## src/core/tmr_pkg.sv

```systemverilog
// Constants, types and register map of the capture/reload/baud timer.
package tmr_pkg;

  // Register byte offsets on the APB bus.
  localparam logic [7:0] ADDR_CTRL = 8'h00;
  localparam logic [7:0] ADDR_MODE = 8'h04;
  localparam logic [7:0] ADDR_CNT_LO = 8'h08;
  localparam logic [7:0] ADDR_CNT_HI = 8'h0C;
  localparam logic [7:0] ADDR_CAP_LO = 8'h10;
  localparam logic [7:0] ADDR_CAP_HI = 8'h14;

  // Control register bit positions.
  localparam int CTRL_CRSEL = 0;
  localparam int CTRL_TCSEL = 1;
  localparam int CTRL_RUN = 2;
  localparam int CTRL_EXEN = 3;
  localparam int CTRL_TXB = 4;
  localparam int CTRL_RXB = 5;
  localparam int CTRL_EXF = 6;
  localparam int CTRL_OVF = 7;

  // Mode register bit positions.
  localparam int MODE_DOWN_COUNT_ENABLE = 0;
  localparam int MODE_CKOE = 1;
  localparam int MODE_X2 = 2;

  // Reset values.
  localparam logic [7:0] CTRL_RST = 8'h00;
  localparam logic [2:0] MODE_RST = 3'h0;

  // Oscillator clocks per machine cycle, and its derived last prescaler state.
  localparam int MCYC_CLOCKS = 6;
  localparam logic [2:0] MCYC_LAST = 3'(MCYC_CLOCKS - 1);

  // Count limits and the overflow divider of the baud tick.
  localparam logic [15:0] COUNT_MAX = 16'hFFFF;
  localparam logic [15:0] COUNT_MIN = 16'h0000;
  localparam logic [3:0] BAUD_DIV_LAST = 4'hF;

  // Operating modes, one-hot.
  typedef enum logic [4:0] {
    MD_OFF = 5'h01,
    MD_AUTO = 5'h02,
    MD_CAPT = 5'h04,
    MD_CLKOUT = 5'h08,
    MD_BAUD = 5'h10
  } tmr_mode_t;

  // Whole state of the timer block.
  typedef struct packed {
    logic [7:0] ctrl;
    logic [2:0] modr;
    logic [15:0] count;
    logic [15:0] cap;
    logic [2:0] presc;
    logic half;
    logic trig_s1;
    logic trig_s2;
    logic trig_prev;
    logic trig_fall;
    logic cnt_s1;
    logic cnt_s2;
    logic cnt_prev;
    logic clk_out;
    logic oe_n;
    logic [3:0] baud_div;
    logic tx_tick;
    logic rx_tick;
    logic irq;
    logic pready;
    logic pslverr;
    logic [31:0] prdata;
  } tmr_state_t;

  // State after reset: pin released, everything else cleared.
  localparam tmr_state_t STATE_RST = '{oe_n: 1'b1, default: '0};

endpackage : tmr_pkg

```

## src/core/tmr_timer16.sv

```systemverilog
// 16-bit capture / auto-reload / clock-out / baud timer with APB registers.
//
// Chosen here: the register offsets and the APB slave port.
`timescale 1ns/1ps
`default_nettype none

module tmr_timer16
  import tmr_pkg::*;
(
  input wire logic MCLK,
  input wire logic SYS_RST,
  input wire logic CE,
  input wire logic PSEL,
  input wire logic PENABLE,
  input wire logic PWRITE,
  input wire logic [7:0] PADDR,
  input wire logic [31:0] PWDATA,
  output logic PREADY,
  output logic PSLVERR,
  output logic [31:0] PRDATA,
  input wire logic TRIG_PIN,
  input wire logic COUNT_PIN_IN,
  output logic COUNT_PIN_OUT,
  output logic COUNT_PIN_OE_N,
  input wire logic OTHER_BAUD_TICK,
  output logic TX_BAUD_TICK,
  output logic RX_BAUD_TICK,
  output logic TIMER_IRQ
);

  // The register bus is a plain APB slave with one fixed wait-free answer.
  // Every register is eight bits wide or less and sits in the low byte of
  // its word, so software can use byte or word accesses with the same result.
  // Unmapped offsets answer with an error and never change any state, which
  // keeps a stray write from a runaway program away from the counter.
  // The decode is a function used only by the error answer; the read path keeps
  // its own copy in read_mux, and the two copies could drift apart when the map grows.
  // Address decode for the error answer; the read path decodes in read_mux.
  function automatic logic addr_mapped(input logic [7:0] a);
    begin
      addr_mapped = (a == ADDR_CTRL) || (a == ADDR_MODE) ||
                    (a == ADDR_CNT_LO) || (a == ADDR_CNT_HI) ||
                    (a == ADDR_CAP_LO) || (a == ADDR_CAP_HI);
    end
  endfunction : addr_mapped

  // The operating mode is decoded once per cycle from the stored setup bits.
  // Baud use is checked right after the run bit because it overrides the capture select and
  // must also keep the pin from being driven if clock-out is requested too.
  // Clock-out needs the internal time base, so an external count select
  // quietly falls back to the capture or auto-reload modes instead.
  // A stopped timer decodes as off, which freezes the count and all events.
  // Mode decode from the control and mode registers.
  function automatic tmr_mode_t mode_of(input logic [7:0] c, input logic [2:0] m);
    begin
      if (!c[CTRL_RUN])
      begin
        mode_of = MD_OFF;
      end
      else if (c[CTRL_TXB] || c[CTRL_RXB])
      begin
        mode_of = MD_BAUD;
      end
      else if (m[MODE_CKOE] && !c[CTRL_TCSEL])
      begin
        mode_of = MD_CLKOUT;
      end
      else if (c[CTRL_CRSEL])
      begin
        mode_of = MD_CAPT;
      end
      else
      begin
        mode_of = MD_AUTO;
      end
    end
  endfunction : mode_of

  // The read data is taken from the registered state in the setup cycle.
  // Count bytes are not latched as a pair, so a running count read high byte
  // first and low byte second may tear; software should stop the timer first.
  // Register read multiplexer; unused upper bits read as zero.
  function automatic logic [31:0] read_mux(input logic [7:0] a, input tmr_state_t st);
    begin
      read_mux = 32'h0000_0000;
      case (a)
        ADDR_CTRL: read_mux[7:0] = st.ctrl;
        ADDR_MODE: read_mux[2:0] = st.modr;
        ADDR_CNT_LO: read_mux[7:0] = st.count[7:0];
        ADDR_CNT_HI: read_mux[7:0] = st.count[15:8];
        ADDR_CAP_LO: read_mux[7:0] = st.cap[7:0];
        ADDR_CAP_HI: read_mux[7:0] = st.cap[15:8];
        default: read_mux = 32'h0000_0000;
      endcase
    end
  endfunction : read_mux

  tmr_state_t s;
  tmr_state_t next_s;

  tmr_mode_t md;
  logic mtick;
  logic trig_act;
  logic cnt_edge;
  logic rate_en;
  logic step;
  logic down;
  logic wrap;
  logic own_tick;
  logic wr;
  logic setup;

  // All state lives in one packed struct so that the clock enable and the
  // reset act on every bit in the same way, with no stray flip-flop left out.
  // Helper signals below are pure decodes of this cycle and hold no state.
  // Priority inside the cycle: pin sampling, counting, bus writes, then the
  // hardware flag events, so that a hardware set always beats a software clear.
  // Next-state logic: everything holds while the clock enable is low.
  always_comb
  begin
    next_s = s;
    md = mode_of(s.ctrl, s.modr);
    mtick = 1'b0;
    trig_act = 1'b0;
    cnt_edge = 1'b0;
    rate_en = 1'b0;
    step = 1'b0;
    down = 1'b0;
    wrap = 1'b0;
    own_tick = 1'b0;
    wr = 1'b0;
    setup = 1'b0;
    if (CE)
    begin
      // Pins come from outside: two flip-flops before any logic reads them.
      next_s.trig_s1 = TRIG_PIN;
      next_s.trig_s2 = s.trig_s1;
      next_s.cnt_s1 = COUNT_PIN_IN;
      next_s.cnt_s2 = s.cnt_s1;

      mtick = (s.presc == MCYC_LAST);
      next_s.presc = mtick ? 3'h0 : s.presc + 3'h1;
      next_s.half = ~s.half;

      if (mtick)
      begin
        next_s.trig_prev = s.trig_s2;
        next_s.trig_fall = s.trig_prev & ~s.trig_s2;
        next_s.cnt_prev = s.cnt_s2;
      end
      trig_act = mtick & s.trig_fall;

      cnt_edge = mtick & s.cnt_prev & ~s.cnt_s2;

      // Count rate: on the internal time base, baud and clock-out run faster than the machine cycle.
      if (s.ctrl[CTRL_TCSEL])
      begin
        rate_en = cnt_edge;
      end
      else if (md == MD_BAUD)
      begin
        // oscillator rate, halved unless double speed
        rate_en = s.modr[MODE_X2] | s.half;
      end
      else if (md == MD_CLKOUT)
      begin
        // oscillator rate with toggle per wrap
        rate_en = 1'b1;
      end
      else
      begin
        rate_en = mtick;
      end
      step = rate_en && (md != MD_OFF);

      down = (md == MD_AUTO) && s.modr[MODE_DOWN_COUNT_ENABLE] && !s.trig_s2;

      // Up counting wraps at the top value; down counting stops at the reload
      // value and restarts from the top, so both directions share one period.
      // A reload value of the top itself gives a wrap on every step, which is
      // the fastest tick that the baud and clock-out paths can produce.
      // Counter stepping with overflow and underflow.
      if (step)
      begin
        if (down)
        begin
          if (s.count == s.cap)
          begin
            next_s.count = COUNT_MAX;
            wrap = 1'b1;
          end
          else
          begin
            next_s.count = s.count - 16'h0001;
          end
        end
        else if (s.count == COUNT_MAX)
        begin
          wrap = 1'b1;
          next_s.count = (md == MD_CAPT) ? COUNT_MIN : s.cap;
        end
        else
        begin
          next_s.count = s.count + 16'h0001;
        end
      end

      // The answer is registered, so the bus output timing never depends on
      // the address decode path; the cost is that ready rises one cycle after
      // setup even for the simplest register.
      // APB: ready follows the setup cycle, so every access has no wait state.
      setup = PSEL && !PENABLE;
      next_s.pready = setup;
      next_s.pslverr = setup && !addr_mapped(PADDR);
      if (setup)
      begin
        next_s.prdata = read_mux(PADDR, s);
      end
      wr = PSEL && PENABLE && s.pready && PWRITE;

      // Software writes win over a same-cycle counter step.
      if (wr)
      begin
        case (PADDR)
          ADDR_CTRL: next_s.ctrl = PWDATA[7:0];
          ADDR_MODE: next_s.modr = PWDATA[2:0];
          ADDR_CNT_LO: next_s.count[7:0] = PWDATA[7:0];
          ADDR_CNT_HI: next_s.count[15:8] = PWDATA[7:0];
          ADDR_CAP_LO: next_s.cap[7:0] = PWDATA[7:0];
          ADDR_CAP_HI: next_s.cap[15:8] = PWDATA[7:0];
          default: next_s.ctrl = next_s.ctrl;
        endcase
      end

      // Overflow flag: hardware set wins over a software clear.
      if (wrap && (md == MD_CAPT || md == MD_AUTO))
      begin
        // no flag in clock-out or baud
        next_s.ctrl[CTRL_OVF] = 1'b1;
      end

      if (wrap && md == MD_AUTO && s.modr[MODE_DOWN_COUNT_ENABLE])
      begin
        next_s.ctrl[CTRL_EXF] = ~next_s.ctrl[CTRL_EXF];
      end

      // Trigger edge events, only when the edge input is enabled.
      if (trig_act && s.ctrl[CTRL_EXEN])
      begin
        case (md)
          MD_CAPT:
          begin
            next_s.cap = s.count;
            next_s.ctrl[CTRL_EXF] = 1'b1;
          end
          MD_AUTO:
          begin
            if (!s.modr[MODE_DOWN_COUNT_ENABLE])
            begin
              next_s.count = s.cap;
              next_s.ctrl[CTRL_EXF] = 1'b1;
            end
          end
          MD_BAUD:
          begin
            next_s.ctrl[CTRL_EXF] = 1'b1;
          end
          default:
          begin
            next_s.ctrl[CTRL_EXF] = next_s.ctrl[CTRL_EXF];
          end
        endcase
      end

      // drive the count pin only in clock-out mode
      next_s.oe_n = (md != MD_CLKOUT);
      if (md == MD_CLKOUT && wrap)
      begin
        next_s.clk_out = ~s.clk_out;
      end

      if (md == MD_BAUD && wrap)
      begin
        next_s.baud_div = s.baud_div + 4'h1;
        own_tick = (s.baud_div == BAUD_DIV_LAST);
      end

      next_s.tx_tick = s.ctrl[CTRL_TXB] ? own_tick : OTHER_BAUD_TICK;
      next_s.rx_tick = s.ctrl[CTRL_RXB] ? own_tick : OTHER_BAUD_TICK;

      next_s.irq = next_s.ctrl[CTRL_OVF] | next_s.ctrl[CTRL_EXF];
    end
  end

  // Reset wins over the clock enable so that a frozen block still starts clean.
  // The reset value releases the shared pin, so nothing fights an outside
  // driver on the count pin until software asks for clock-out.
  // State register; synchronous reset loads constants only.
  always_ff @(posedge MCLK)
  begin
    if (SYS_RST)
    begin
      s <= STATE_RST;
    end
    else
    begin
      s <= next_s;
    end
  end

  // Outputs are registered copies, which adds one cycle of latency to the
  // ticks (the interrupt is built from the next flags, so it adds none there) but keeps glitches off the pins and the bus.
  // Every output comes straight from a state flip-flop.
  assign PREADY = s.pready;
  assign PSLVERR = s.pslverr;
  assign PRDATA = s.prdata;
  assign COUNT_PIN_OUT = s.clk_out;
  assign COUNT_PIN_OE_N = s.oe_n;
  assign TX_BAUD_TICK = s.tx_tick;
  assign RX_BAUD_TICK = s.rx_tick;
  assign TIMER_IRQ = s.irq;

endmodule : tmr_timer16

`default_nettype wire

```

## config.mk

```make
export PLATFORM = sky130hd
export DESIGN_NAME = tmr_timer16
export DESIGN_NICKNAME = d
export VERILOG_FILES = /design/src/core/tmr_pkg.sv /design/src/core/tmr_timer16.sv
export SDC_FILE = /design/constraint.sdc
export NUM_CORES = 1
export LEC_CHECK = 0
export ABC_AREA = 1
export BUFFER_PORTS_ARGS = -buffer_cell sky130_fd_sc_hd__buf_4
export CORE_UTILIZATION = 63
export DETAILED_ROUTE_END_ITERATION = 8
export GPL_TIMING_DRIVEN = 0
export MAX_ROUTING_LAYER = met4
export PLACE_DENSITY_LB_ADDON = 0.12
export SETUP_SLACK_MARGIN = 0.05
export SLEW_MARGIN = 10
export SYNTH_ARGS = -nofsm -noshare
export SYNTH_HDL_FRONTEND = slang
export SYNTH_SLANG_ARGS = --single-unit
export TNS_END_PERCENT = 20
```

## constraint.sdc

```tcl
create_clock -name MCLK -period 3.3 [get_ports MCLK]
set_clock_uncertainty 0.1 [all_clocks]
set_input_delay 0.66 -clock MCLK [delete_from_list [all_inputs] [get_ports MCLK]]
set_output_delay 0.66 -clock MCLK [all_outputs]
set_load 0.005 [all_outputs]
```

==> impl_metrics.json <==
{
  "status": "finished with violations",
  "violations": "DRC",
  "post-route-drc-count": 8,
  "postLayoutCoreUtil_pct": 73.9,
  "clk_latency_ns": 0.36,
  "chipHeight_um": 97.9,
  "synth.area.mux_share_pct": 0.173,
  "cts_inserted_buffers": 9,
  "syn_to_final_growth_pct": 12.4,
  "rows": 34,
  "routed_wirelength_um": 20800,
  "hold_path.class": "flip-flop to flip-flop",
  "synthesized_netlist_cell_count": 958,
  "timing.critical_path.fanout_max": 10,
  "ratio_of_routed_vias_to_standard_cells": 6.18,
  "top_level_i_o_count": 88,
  "place_congestion": 1.08,
  "layout_worst_path_cycle_share_pct": 85.4,
  "final_min_period_ns": 2.82,
  "share_of_layout_cells_above_drive_strength_1_pct": 14.2,
  "timing_worst_setup_path_type": "flip-flop to flip-flop",
  "clk_path_buf_depth": 2,
  "antenna_violating_nets_remaining": 0,
  "tritoncts": "done",
  "cts.htree.levels": 3,
  "floorplan.initialDensity_pct": 65.7,
  "synth_adder_area_share_pct": 0.649,
  "timing.slew.headroom_pct": 17.0,
  "final_number_of_hold_violating_endpoints": 0,
  "grt_max_degree": 16,
  "grt_remaining_overflow": 0,
  "cts.sink_count": 73,
  "dpl_hpwl_um": 15700,
  "grt_setup_unrepaired": "no",
  "top_signal_layer_used": "met4",
  "via_count": 7065,
  "post-cts-setup-buffer-count": 0,
  "drt-met1-wl_um": 7840,
  "hp-start": "s[95]$_SDFFE_PP0P_",
  "critical_path_required_ns": 3.43,
  "path_clk_slew_ns": 0.09,
  "synth_compound_gate_area_share_pct": 19.0,
  "powerDensity_nw_per_um2": 295,
  "totalNegativeSetupSlack_ns": 0,
  "wl_met2_um": 8560,
  "ir_drop_mv": 0.353,
  "critPathLaunch": "s[70]$_SDFFE_PP0P_",
  "timing.rr.start": "s[70]$_SDFFE_PP0P_",
  "grt_pass1_vias": 6148,
  "synth-warning-count": 0,
  "ys_ff_latch": 73,
  "synth_top_family_by_area": "simple AND/OR/NAND/NOR gates",
  "route.detailed.wl_per_inst_um": 18.2,
  "total_die_area_um2": 9570,
  "clk_root_buffer_cell": "clkbuf_8",
  "yosysSeqAreaShare_pct": 25.2,
  "chipWidth_um": 97.9,
  "synth.cell_area_um2": 5790,
  "fin_nets": 1082,
  "first_pass_iters": 9,
  "endpoint_kind": "flip-flop",
  "wire_length_of_the_first_global_routing_pass_um": 32600,
  "per_instance_average_area_after_synthesis_um2": 6.04,
  "fmaxAchievable_mhz": 355,
  "1st_iter_drt_viols": 942,
  "setup_violations": 0,
  "simple_logic_cell_fraction_of_the_synthesized_area_pct": 36.9,
  "yosys.cell_types.count": 36,
  "total_leakage_power_uw": 0.00296,
  "core_footprint_um2": 8810,
  "routed-wl-met3_um": 3340,
  "dpl_cell_area_um2": 6290,
  "post_cts_resize_count": 0,
  "design_area_um2": 6500,
  "critPathLaunchType": "flip-flop",
  "critPathArrivalTime_ns": 2.94,
  "grt_antenna_before_repair": 1,
  "drv_cap": 0,
  "timing_worst_slew_pin_value_ns": 1.24,
  "yosys.area_share.xor_xnor_pct": 2.88,
  "port-buffer-count": 38,
  "grt_util_all_layers_pct": 45.2,
  "hold_buffers": 0,
  "report.final.slew_viol_count": 0
}
state kept, by name, indices dropped and copies added, names as in the netlist:
name            flops
PSLVERR             1
s                  58
COUNT_PIN_OUT       1
COUNT_PIN_OE_N      1
TX_BAUD_TICK        1
RX_BAUD_TICK        1
PRDATA              8
TIMER_IRQ           1
PREADY              1
cell usage in the layout (no fill, tap or decap), types with 9 or more instances in the layout:
cell | Yosys | final
buf_4 | 44 | 82
o22ai_1 | 17 | 17
nor2_1 | 81 | 81
xor2_1 | 16 | 16
nand2_1 | 272 | 272
clkbuf_1 | 25 | 25
nand3_1 | 80 | 80
o211ai_1 | 33 | 33
a21oi_1 | 83 | 83
dfxtp_1 | 73 | 73
inv_1 | 91 | 91
nand4_1 | 14 | 14
buf_2 | 9 | 9
clkbuf_8 | 0 | 9
conb_1 | 1 | 24
o21ai_0 | 50 | 50
per-layer routing:
layer,global-route usage (%),vias to the layer above
met2,64.8,637
met4,20.7,0
met1,59.9,3072
met5,-,-
li1,-,3235
met3,10.6,121
power by group:
| part | total [µW] | internal (µW) | switching (µW) |
|---|---|---|---|
| Combinational | 241 | 92.6 | 149 |
| Sequential | 907 | 895 | 11.9 |
| Clock | 772 | 363 | 409 |
| Total | 1920 | 1350 | 570 |
Yosys cell counts:
library cell	number	area (µm²)
nand2_1	272	1020
inv_1	91	342
a21oi_1	83	415
nor2_1	81	304
nand3_1	80	400
dfxtp_1	73	1460
o21ai_0	50	250
buf_4	44	330
o211ai_1	33	248
clkbuf_1	25	93.8
o22ai_1	17	106
xor2_1	16	140
nand4_1	14	87.6
buf_2	9	45.0
nor3_1	8	40.0
inv_2	7	26.3
nor2_2	6	37.5
nor2_4	6	67.6
a211oi_1	5	37.5
nand3b_1	5	37.5
nand2_2	4	25.0
a21oi_2	3	26.3
ha_1	3	37.5
nand3_2	3	30.0
nand4_2	3	37.5
xnor2_1	3	26.3
buf_6	2	22.5
clkbuf_2	2	10.0
nor3_2	2	20.0
o21ai_1	2	10.0
a311oi_1	1	8.76
and3_1	1	6.26
conb_1	1	3.75
mux2i_1	1	10.0
nor3_4	1	16.3
or2_2	1	6.26
path summary, 6_finish.rpt:
check | endpoint | slack [ns] | depth (start not counted)
max | s[72]$_SDFFE_PP0P_ | 0.48 | 14
min | s[95]$_SDFFE_PP0P_ | 0.38 | 2
max reg2reg | s[72]$_SDFFE_PP0P_ | 0.48 | 14
min reg2reg | s[95]$_SDFFE_PP0P_ | 0.38 | 2
critical path: stages, from the launching register on:
cell and delay (ns):
dfxtp_1 0.58, ha_1 0.32, nand2_1 0.08, nor2_1 0.19, nand2_1 0.19, nor2_4 0.21
buf_6 0.18, nand3_1 0.07, nand3_1 0.08, o21ai_1 0.11, nand2_1 0.08, nand2_1 0.07
nand2_1 0.06, nand2_1 0.05, a21oi_1 0.32
cells by family after synthesis:
family          Yosys count
simple gates            487
compound gates          194
buf+inv                 180
flops                    73
xor+xnor                 19
fa+ha+maj                 3
other cells               1
mux                       1
final cells by class:
cell class                      count  area [µm²]
Clock inverter                      7        82.6
Inverter                           98         368
Antenna cell                        1        2.50
Buffer                             82         502
Tap cell                          108         135
Fill cell                         756        2300
Timing Repair Buffer               38         285
Sequential cell                    73        1460
Multi-Input combinational cell    728        3540
Clock buffer                        9         124
per-stage QoR:
step                      setup slack (ns)  hold slack, ns  std cells  total power, µW
after floorplan                       1.15           0.345        981             1080
after detailed placement             0.635           0.364       1127             1160
final                                0.482           0.384       1144             1920
after CTS                            0.663           0.376       1143             1900
after global routing                 0.334           0.403       1144             1970
after global placement               0.677           0.354       1127             1150
Note: power is estimated with default switching activity, not from simulation.
